<file path="src/cmp_pkg.sv">
// Functional notes
// - register writes follow array write sequence with own slave id and one address byte
// - read data starts from current register pointer on next serial clock
// - register pointer increments after every byte, like the array pointer
// - array and register pointers are independent; loading one keeps the other
// - current-address array read resumes where array pointer stopped
// - array address two bytes msb first; top bits beyond density ignored
// - register address above 18h gets nack and transaction is abandoned
// - array pointer increments before acknowledge and wraps to zero
// - master ack requests next byte; nack, stop or start ends read
package cmp_pkg;
    localparam logic [3:0] mem_id      = 4'ha;
    localparam logic [3:0] reg_id      = 4'hd;
    localparam logic [7:0] reg_last    = 8'h18;
    localparam logic [7:0] reg_ptr_rst = 8'h00;
    localparam logic [14:0] mem_ptr_rst = 15'h0000;
    localparam logic [14:0] mem_mask_64  = 15'h1fff;
    localparam logic [14:0] mem_mask_256 = 15'h7fff;

    typedef enum logic [2:0] {
        st_idle  = 3'b000,
        st_dev   = 3'b001,
        st_adr_h = 3'b010,
        st_adr_l = 3'b011,
        st_wdata = 3'b100,
        st_rdata = 3'b101,
        st_ign   = 3'b110
    } bus_state_t;

    typedef struct packed {
        logic        wr;
        logic        rd;
        logic        is_reg;
        logic [14:0] addr;
        logic [7:0]  wdata;
    } mem_req_t;
endpackage

</file>
<file path="src/cmp_i2c_addr.sv">
`timescale 1ns/10ps
module cmp_i2c_addr (
    input  wire logic              clk,
    input  wire logic              rst_b,
    input  wire logic              scl,
    input  wire logic              sda_in,
    input  wire logic [1:0]        dev_sel,
    input  wire logic              big_array,
    input  wire logic [7:0]        rdata,
    output logic                   sda_out,
    output logic                   sda_oe,
    output cmp_pkg::mem_req_t      req,
    output logic [14:0]            mem_ptr_out,
    output logic [7:0]             reg_ptr_out
);
    // ----------------------------------------------------------------
    // reset release
    // ----------------------------------------------------------------
    logic rs1, rs2;
    always_ff @(posedge clk or negedge rst_b) begin
        if (!rst_b) begin
            rs1 <= 1'b0;
            rs2 <= 1'b0;
        end else begin
            rs1 <= 1'b1;
            rs2 <= rs1;
        end
    end
    wire rst_n = rs2;

    // ----------------------------------------------------------------
    // bus condition detection (inputs taken as synchronous)
    // ----------------------------------------------------------------
    logic scl_d, sda_d;
    always_ff @(posedge clk or negedge rst_n) begin
        if (!rst_n) begin
            scl_d <= 1'b1;
            sda_d <= 1'b1;
        end else begin
            scl_d <= scl;
            sda_d <= sda_in;
        end
    end
    wire scl_rise = scl & ~scl_d;
    wire scl_fall = ~scl & scl_d;
    wire start_c  = scl & scl_d & sda_d & ~sda_in;
    wire stop_c   = scl & scl_d & ~sda_d & sda_in;

    // ----------------------------------------------------------------
    // byte engine
    // ----------------------------------------------------------------
    cmp_pkg::bus_state_t state;
    logic [3:0]  bitcnt;
    logic [7:0]  shreg;
    logic [7:0]  txreg;
    logic        sel_reg;
    logic        ack_ph;
    logic [14:0] mem_ptr;
    logic [7:0]  reg_ptr;
    logic [6:0]  adr_hi;
    logic        mack;

    wire [7:0]  rx_byte  = {shreg[6:0], sda_d};
    // a byte the device sends is not one it takes: no device acknowledge then
    wire        byte_end = scl_rise && bitcnt == 4'd7 && !ack_ph
                           && state != cmp_pkg::st_rdata;
    wire        id_mem   = rx_byte[7:4] == cmp_pkg::mem_id && rx_byte[2:1] == dev_sel;
    wire        id_reg   = rx_byte[7:4] == cmp_pkg::reg_id && rx_byte[2:1] == dev_sel;
    wire [14:0] mask     = big_array ? cmp_pkg::mem_mask_256 : cmp_pkg::mem_mask_64;
    wire [14:0] new_madr = {adr_hi, rx_byte} & mask;
    wire        reg_bad  = rx_byte > cmp_pkg::reg_last;
    wire [14:0] mem_inc  = (mem_ptr + 15'h0001) & mask;
    wire        rd_phase = state == cmp_pkg::st_rdata;

    always_ff @(posedge clk or negedge rst_n) begin
        if (!rst_n) begin
            state   <= cmp_pkg::st_idle;
            bitcnt  <= 4'h0;
            shreg   <= 8'h00;
            txreg   <= 8'h00;
            sel_reg <= 1'b0;
            ack_ph  <= 1'b0;
            mem_ptr <= cmp_pkg::mem_ptr_rst;
            reg_ptr <= cmp_pkg::reg_ptr_rst;
            adr_hi  <= 7'h00;
            mack    <= 1'b0;
            sda_out <= 1'b0;
            sda_oe  <= 1'b0;
            req     <= '0;
            mem_ptr_out <= cmp_pkg::mem_ptr_rst;
            reg_ptr_out <= cmp_pkg::reg_ptr_rst;
        end else begin
            req.wr <= 1'b0;
            req.rd <= 1'b0;
            mem_ptr_out <= mem_ptr;
            reg_ptr_out <= reg_ptr;
            if (start_c) begin
                // repeated start aborts a write; pointers survive
                state  <= cmp_pkg::st_dev;
                bitcnt <= 4'h0;
                ack_ph <= 1'b0;
                sda_oe <= 1'b0;
            end else if (stop_c) begin
                state  <= cmp_pkg::st_idle;
                sda_oe <= 1'b0;
            end else if (state != cmp_pkg::st_idle && state != cmp_pkg::st_ign) begin
                if (scl_rise && !ack_ph) begin
                    shreg  <= rx_byte;
                    bitcnt <= bitcnt + 4'h1;
                end
                if (scl_rise && ack_ph) begin
                    mack <= ~sda_d;
                end
                if (byte_end) begin
                    ack_ph <= 1'b1;
                    case (state)
                        cmp_pkg::st_dev: begin
                            if (!(id_mem || id_reg)) begin
                                state <= cmp_pkg::st_ign;
                            end else begin
                                sel_reg <= id_reg;
                                if (rx_byte[0]) begin
                                    state   <= cmp_pkg::st_rdata;
                                    req.rd  <= 1'b1;
                                    req.is_reg <= id_reg;
                                    req.addr <= id_reg ? {7'h00, reg_ptr} : mem_ptr;
                                end else if (id_reg) begin
                                    state <= cmp_pkg::st_adr_l;
                                end else begin
                                    state <= cmp_pkg::st_adr_h;
                                end
                            end
                        end
                        cmp_pkg::st_adr_h: begin
                            adr_hi <= rx_byte[6:0];
                            state  <= cmp_pkg::st_adr_l;
                        end
                        cmp_pkg::st_adr_l: begin
                            if (sel_reg) begin
                                // only the register pointer moves
                                if (reg_bad) begin
                                    state <= cmp_pkg::st_ign;
                                end else begin
                                    reg_ptr <= rx_byte;
                                    state   <= cmp_pkg::st_wdata;
                                end
                            end else begin
                                mem_ptr <= new_madr;
                                state   <= cmp_pkg::st_wdata;
                            end
                        end
                        cmp_pkg::st_wdata: begin
                            req.wr     <= 1'b1;
                            req.is_reg <= sel_reg;
                            req.addr   <= sel_reg ? {7'h00, reg_ptr} : mem_ptr;
                            req.wdata  <= rx_byte;
                            if (sel_reg) begin
                                reg_ptr <= reg_ptr + 8'h01;
                            end else begin
                                mem_ptr <= mem_inc;
                            end
                        end
                        default: begin
                            state <= cmp_pkg::st_ign;
                        end
                    endcase
                end
                if (rd_phase && scl_rise && bitcnt == 4'd7 && !ack_ph) begin
                    // byte sent: advance pointer before the master's acknowledge
                    if (sel_reg) begin
                        reg_ptr <= reg_ptr + 8'h01;
                    end else begin
                        mem_ptr <= mem_inc;
                    end
                end
                if (scl_fall) begin
                    if (ack_ph && bitcnt == 4'd8) begin
                        // ninth clock: the device acknowledges every byte it takes
                        sda_oe  <= 1'b1;
                        sda_out <= 1'b0;
                        bitcnt  <= 4'd9;
                    end else if (ack_ph && bitcnt == 4'd9) begin
                        ack_ph <= 1'b0;
                        bitcnt <= 4'h0;
                        if (rd_phase) begin
                            // read address acknowledged: first data bit follows
                            txreg   <= rdata;
                            sda_out <= rdata[7];
                        end else begin
                            sda_oe <= 1'b0;
                        end
                    end else if (rd_phase && !ack_ph && bitcnt != 4'd0) begin
                        if (bitcnt == 4'd8) begin
                            sda_oe <= 1'b0;
                            ack_ph <= 1'b1;
                            bitcnt <= 4'd10;
                        end else begin
                            sda_out <= txreg[3'd7 - bitcnt[2:0]];
                        end
                    end else if (rd_phase && ack_ph && bitcnt == 4'd10) begin
                        if (mack) begin
                            req.rd     <= 1'b1;
                            req.is_reg <= sel_reg;
                            req.addr   <= sel_reg ? {7'h00, reg_ptr} : mem_ptr;
                            ack_ph     <= 1'b0;
                            bitcnt     <= 4'd11;
                        end else begin
                            state <= cmp_pkg::st_ign;
                        end
                    end
                end
                if (rd_phase && bitcnt == 4'd11) begin
                    // rdata answers one cycle after the request pulse, so wait one
                    bitcnt <= 4'd12;
                end
                if (rd_phase && bitcnt == 4'd12) begin
                    txreg   <= rdata;
                    sda_oe  <= 1'b1;
                    sda_out <= rdata[7];
                    bitcnt  <= 4'h0;
                end
            end else begin
                sda_oe <= 1'b0;
            end
        end
    end

    // ----------------------------------------------------------------
    // checks
    // ----------------------------------------------------------------
    bad_reg_nack_a: assert property (@(posedge clk) disable iff (!rst_n)
        (byte_end && state == cmp_pkg::st_adr_l && sel_reg && reg_bad)
        |=> state == cmp_pkg::st_ign && !sda_oe)
        else $error("register address above limit was not refused");
    ptr_indep_a: assert property (@(posedge clk) disable iff (!rst_n)
        (sel_reg && state != cmp_pkg::st_dev) |=> $stable(mem_ptr) || !sel_reg)
        else $error("array pointer moved during register access");
    mem_wrap_a: assert property (@(posedge clk) disable iff (!rst_n)
        (mem_ptr == mask && byte_end && state == cmp_pkg::st_wdata && !sel_reg)
        |=> mem_ptr == 15'h0000)
        else $error("array pointer did not wrap");
    reg_keep_a: assert property (@(posedge clk) disable iff (!rst_n)
        (!sel_reg && state != cmp_pkg::st_dev) |=> $stable(reg_ptr))
        else $error("register pointer moved during array access");
    reg_inc_a: assert property (@(posedge clk) disable iff (!rst_n)
        (byte_end && state == cmp_pkg::st_wdata && sel_reg)
        |=> reg_ptr == $past(reg_ptr) + 8'h01)
        else $error("register pointer did not advance after a write");
    read_start_a: assert property (@(posedge clk) disable iff (!rst_n)
        (rd_phase && scl_fall && ack_ph && bitcnt == 4'd9)
        |=> sda_oe && sda_out == $past(rdata[7]))
        else $error("read data did not start after the address");
    nack_end_a: assert property (@(posedge clk) disable iff (!rst_n)
        (rd_phase && scl_fall && ack_ph && bitcnt == 4'd10 && !mack)
        |=> state == cmp_pkg::st_ign && !sda_oe)
        else $error("read went on after a refused byte");
endmodule

</file>
<file path="config.mk">
export PLATFORM = sky130hd
export DESIGN_NAME = cmp_i2c_addr
export DESIGN_NICKNAME = d
export VERILOG_FILES = /design/src/cmp_pkg.sv /design/src/cmp_i2c_addr.sv
export SDC_FILE = /design/constraint.sdc
export NUM_CORES = 1
export LEC_CHECK = 0
export BUFFER_PORTS_ARGS = -buffer_cell sky130_fd_sc_hd__clkbuf_2
export CAP_MARGIN = 20
export CORE_ASPECT_RATIO = 1.75
export CORE_UTILIZATION = 55
export DETAILED_ROUTE_END_ITERATION = 10
export HOLD_SLACK_MARGIN = 0.05
export PLACE_DENSITY = 0.73
export RECOVER_POWER = 50
export SYNTH_ARGS = -nofsm -noshare
export SYNTH_HDL_FRONTEND = slang
export SYNTH_SLANG_ARGS = --single-unit
</file>
<file path="constraint.sdc">
create_clock -name clk -period 8.07 [get_ports clk]
set_input_delay 1.2105 -clock clk [delete_from_list [all_inputs] [get_ports clk]]
set_output_delay 1.2105 -clock clk [all_outputs]
set_load 0.02 [all_outputs]
</file>
* After elaboration in Yosys (flattened, before gate mapping)
Index checks and enable logic that the tools add are counted.
Storage, ports and cells: register bits after elaboration 110, bits of input ports 15, output and inout port bits 51, logic and storage cells 203
Operators by class: add/subtract/negate cells 4, magnitude comparators 2, equality and inequality tests 24, mux-type cells 96, bitwise logic cells 15, reductions and logical operators 39
Operators by type and width (number):
- 17-bit two-way mux | 8
- 15-bit two-way mux | 8
- 26-bit two-way mux | 4
- 8-bit two-way mux | 12
- 4-bit two-way mux | 13
- 3-bit two-way mux | 13
- 1-bit two-way mux | 32
- 16-bit case mux with 2 select lines | 1
- 15-bit bitwise AND | 2
- 15-bit case mux with 2 select lines | 1
- 4-bit == test, second input constant | 7
- 1-bit logical AND | 19
- 8-bit case mux with 2 select lines | 1
- 15-bit by 1-bit adder with 15-bit output, second input constant | 1
- 7-bit by 3-bit != test with 1-bit output, second input constant | 2
- 7-bit AND reduction | 2
- 3-bit case mux with 4 select lines | 1
- 4-bit AND reduction | 3
- 5-bit AND reduction | 2
- 8-bit by 1-bit adder with 8-bit output, second input constant | 1
- 8-bit by 5-bit > comparator with 1-bit output, second input constant | 1
- 4-bit by 3-bit != test with 1-bit output, second input constant | 2
- 2-bit nonzero test | 4
- 4-bit nonzero test | 2
- 23 further kinds | 38

* Longest topological paths before layout
word-level depth 16, gate-level depth with buffers 8, mapped depth without buffers 7

* Worst setup path before layout
OpenSTA, ideal clock, no wires.
kind in2reg, start input scl, end register reg_ptr[4], data arrival time 2573 ps, required time 7944 ps, path slack 5371 ps, stages on the path 6, buffers on the path 1, cells stage by stage or3b_1 -> buf_6 -> nor2_8 -> and3_1 -> o21ai_1 -> a221o_1
Between the ends: longest elaborated chain between the ends 7, elaborated cells between the ends (all ways) 18, classes of those cells 3 x mux; 8 x bitwise; 7 x reduce/logical
Ends and longest elaborated chain:
- start: declaration | line cmp_i2c_addr.sv:5 | input wire logic scl,
- 1-bit bitwise AND | line cmp_i2c_addr.sv:44 | wire scl_rise = scl & ~scl_d;
- 1-bit logical AND (2 in series) | line cmp_i2c_addr.sv:65 | wire byte_end = scl_rise && bitcnt == 4'd7 && !ack_ph
- 1-bit logical AND | line cmp_i2c_addr.sv:66 | && state != cmp_pkg::st_rdata;
- 8-bit two-way mux | line cmp_i2c_addr.sv:114 | if (byte_end) begin
- 8-bit two-way mux | line cmp_i2c_addr.sv:170 | if (sel_reg) begin
- 8-bit two-way mux | line cmp_i2c_addr.sv:168 | if (rd_phase && scl_rise && bitcnt == 4'd7 && !ack_ph) begin
- end signal: assignment | line cmp_i2c_addr.sv:84 | reg_ptr <= cmp_pkg::reg_ptr_rst;
- end signal: assignment | line cmp_i2c_addr.sv:144 | reg_ptr <= rx_byte;
- end signal: assignment | line cmp_i2c_addr.sv:171 | reg_ptr <= reg_ptr + 8'h01;
- end: declaration | line cmp_i2c_addr.sv:59 | logic [7:0] reg_ptr;
Several ways; a longest one is shown, not always the timed one. A chain may end at the register's enable or synchronous reset.

==> flow_summary.yaml <==
outcome:
  status: "complete, but fails checks"
  violations: "max-capacitance violations, max-slew violations"
timing:
  max_slew.worst_pin.slew_ps: 3495
  finalMaxSlewViolations: 111
  rsz0062_at_grt: "no"
  finClkSkew_ps: 11.92
  min_period_ps: 4861
  relSlewSlack: -1.330
  hold_violations: 0
  setup_tns_ps: 0
  timing.final.crit_share: 0.6023
  setup_viol: 0
  fmax_mhz: 205.7
cts:
  clkSlewWorstSetupHoldPaths_ps: 80
  cts_tree: "built"
  cts_post_setup_buffers_inserted: 0
  cts_sinks: 110
  clk-insertion-delay-late_ps: 360
  h-tree-depth: 3
  cts_root_buffer: "clkbuf_16"
  cts.path.max_buffers: 2
  ctsHoldBuffers: 0
  cts_resized: 0
  cts_made_buffers: 9
floorplanning:
  die_h_um: 145.0
  io-pin-count: 66
  initial_utilization: 0.5723
  rows: 51
  coreArea_mm2: 0.01123
  die-area_mm2: 0.01214
  die_w_um: 83.72
critical_path:
  slowest_delay_ps: 2540
  cp-end-kind: "async pin"
  path_class: "reg2async"
  regToRegSetupSlack_ps: 3210
  worst-path-max-fanout: 62
  r2r-start: "rs2$_DFF_PN0_"
  crit_required_ps: 7750
  cp-start-kind: "flop"
  critPathSlowestCell: "clkbuf_1"
  path_cells: "clkbuf_1"
  worst_ep_arrival_time_ps: 4540
  path_buf_inv: 1
  r2r_end: "req[14]$_DFFE_PN0P_"
  r2r_cells: 1
  critPathTopFamily: "buffers and inverters"
drt:
  wl_um: 20720
  wl_per_cell_um: 25.03
  post_drt_via_cell_ratio: 7.085
  drcViolationCount: 0
  vias: 5866
  ant_nets: 0
  dr.pass1.iters: 5
  drt_iter0_markers: 523
cells_and_area:
  regMostFlops: "req"
  largest_reg_flops: 26
  fin_cells: 828
  ff_latch_area_mm2: 0.002755
  finalCoreUtilization: 0.6253
  num-fill-cells: 944
  layout_commonest_cell: "dfrtp_1"
  antenna_cells: 0
  drive_gt1_frac: 0.2083
  largestRegisters: "req: 26 flops, mem_ptr: 15 flops, mem_ptr_out: 15 flops"
  final_nets: 712
  area_growth_pct: 9.266
  multiInputGateArea_mm2: 0.003416
  final_cell_mix: "dfrtp_1 (108), clkbuf_2 (62), nor2_1 (47), a21oi_1 (41)"
synthesis:
  synthesis.nets: 681
  ys_async_sr_fraction: 1.000
  yosysWarnings: 0
  synth.distinct_cells: 79
  synth.avg_cell_area_um2: 9.739
  syn-cell-area_mm2: 0.006427
  seq_area_frac_synth: 0.4287
  ys_seq_elements: 110
  syn_inst: 660
  synth_ff_type: "dfrtp_1"
  synth-edff-count: 0
pwr:
  p_total_mw: 1.161
  irDropWorstVdd_mv: 0.1728
  powerDensity_mw_per_mm2: 165.2
  power_leakage_nw: 3.042
place:
  gp_congestion: 0.9532
  place_inst: 812
  portBuffers: 65
  place_hpwl_um: 14660
flow_run:
  drv_cap: 2
global_route:
  met1_usage: 0.3802
  grt_max_degree: 63
  grt_usage: 0.3501
  use_met2: 0.5935
  antenna_found_initial: 0
  grt_pass1_wl_um: 32570
  met3_usage: 0.05745
  grt_busiest_layer: "met2"
  overflow: 0
  grt_pass1_vias: 6016
worst_hold_path:
  min_to: "rs2$_DFF_PN0_"
  hold_start: "rs1$_DFF_PN0_"
  holdPathStages: 0
  hold_class: "reg2reg"
[layout make-up]
type                    instances  share of cell area
multi-input cells             492              0.4864
repair buffers                 69             0.04953
flip-flops and latches        110              0.3923
well taps                     132             0.02352
clock inverters                 6             0.01087
clock buffers                  10             0.03260
inverters                       9            0.004810
[stage by stage]
stage                     worst slack [ps]  hold slack, ps  cell area (um2)
after global routing                  2302           378.0             7023
after CTS                             4661           365.3             7034
after floorplan                       4782           331.2             6427
after detailed placement              4309           348.0             6729
final                                 3209           358.9             7023
after global placement                4404           343.9             6729
[cell usage after synthesis (10+ instances only)]
| cell | count | share of area |
|---|---|---|
| buf_2 | 19 | 0.015 |
| nand3_1 | 28 | 0.022 |
| dfrtp_1 | 108 | 0.42 |
| nand4_1 | 15 | 0.015 |
| nand2_1 | 35 | 0.020 |
| and3_1 | 10 | 0.0097 |
| mux2_2 | 36 | 0.063 |
| a21oi_1 | 41 | 0.032 |
| nor2_1 | 47 | 0.027 |
| nor3_1 | 15 | 0.012 |
| a221o_1 | 12 | 0.019 |
| o22ai_1 | 10 | 0.0097 |
| a31oi_1 | 10 | 0.0097 |
| clkbuf_1 | 22 | 0.013 |
| o21ai_0 | 36 | 0.028 |
[cells by family after synthesis]
logic type      count (synthesis)  share of synthesized area
mux                            47                    0.08410
flops                         110                     0.4287
xor+xnor                       10                    0.01363
buf+inv                        58                    0.03991
compound gates                203                     0.2231
other cells                     1                  0.0005834
fa+ha+maj                       6                    0.01168
simple gates                  225                     0.1984
[worst max-delay path by stage]
| stage | start | endpoint | slack, ps | cells past startpoint |
|---|---|---|---|---|
| after global routing | rs2$_DFF_PN0_ | req[9]$_DFFE_PN0P_ | 2300 | 1 |
| final | rs2$_DFF_PN0_ | req[14]$_DFFE_PN0P_ | 3210 | 1 |
| after CTS | scl | req[22]$_DFFE_PN0P_ | 4660 | 6 |
| after global placement | scl | req[22]$_DFFE_PN0P_ | 4400 | 6 |
| after detailed placement | scl | req[22]$_DFFE_PN0P_ | 4310 | 6 |
| after floorplan | rs2$_DFF_PN0_ | ack_ph$_DFFE_PN0P_ | 4780 | 0 |
[layer usage]
| metal | share of wire | routed length, um |
|---|---|---|
| met2 | 0.51 | 10500 |
| met4 | 0.085 | 1753 |
| met5 | 0 | 0 |
| met3 | 0.058 | 1206 |
| met1 | 0.35 | 7261 |
[report_power, final]
part / total, mW / switching (mW) / internal [mW]
clock network: 0.472 / 0.225 / 0.247
logic: 0.0931 / 0.0618 / 0.0314
registers: 0.595 / 0.0321 / 0.563
total: 1.16 / 0.319 / 0.842
Note: power is estimated with default switching activity, not from simulation.
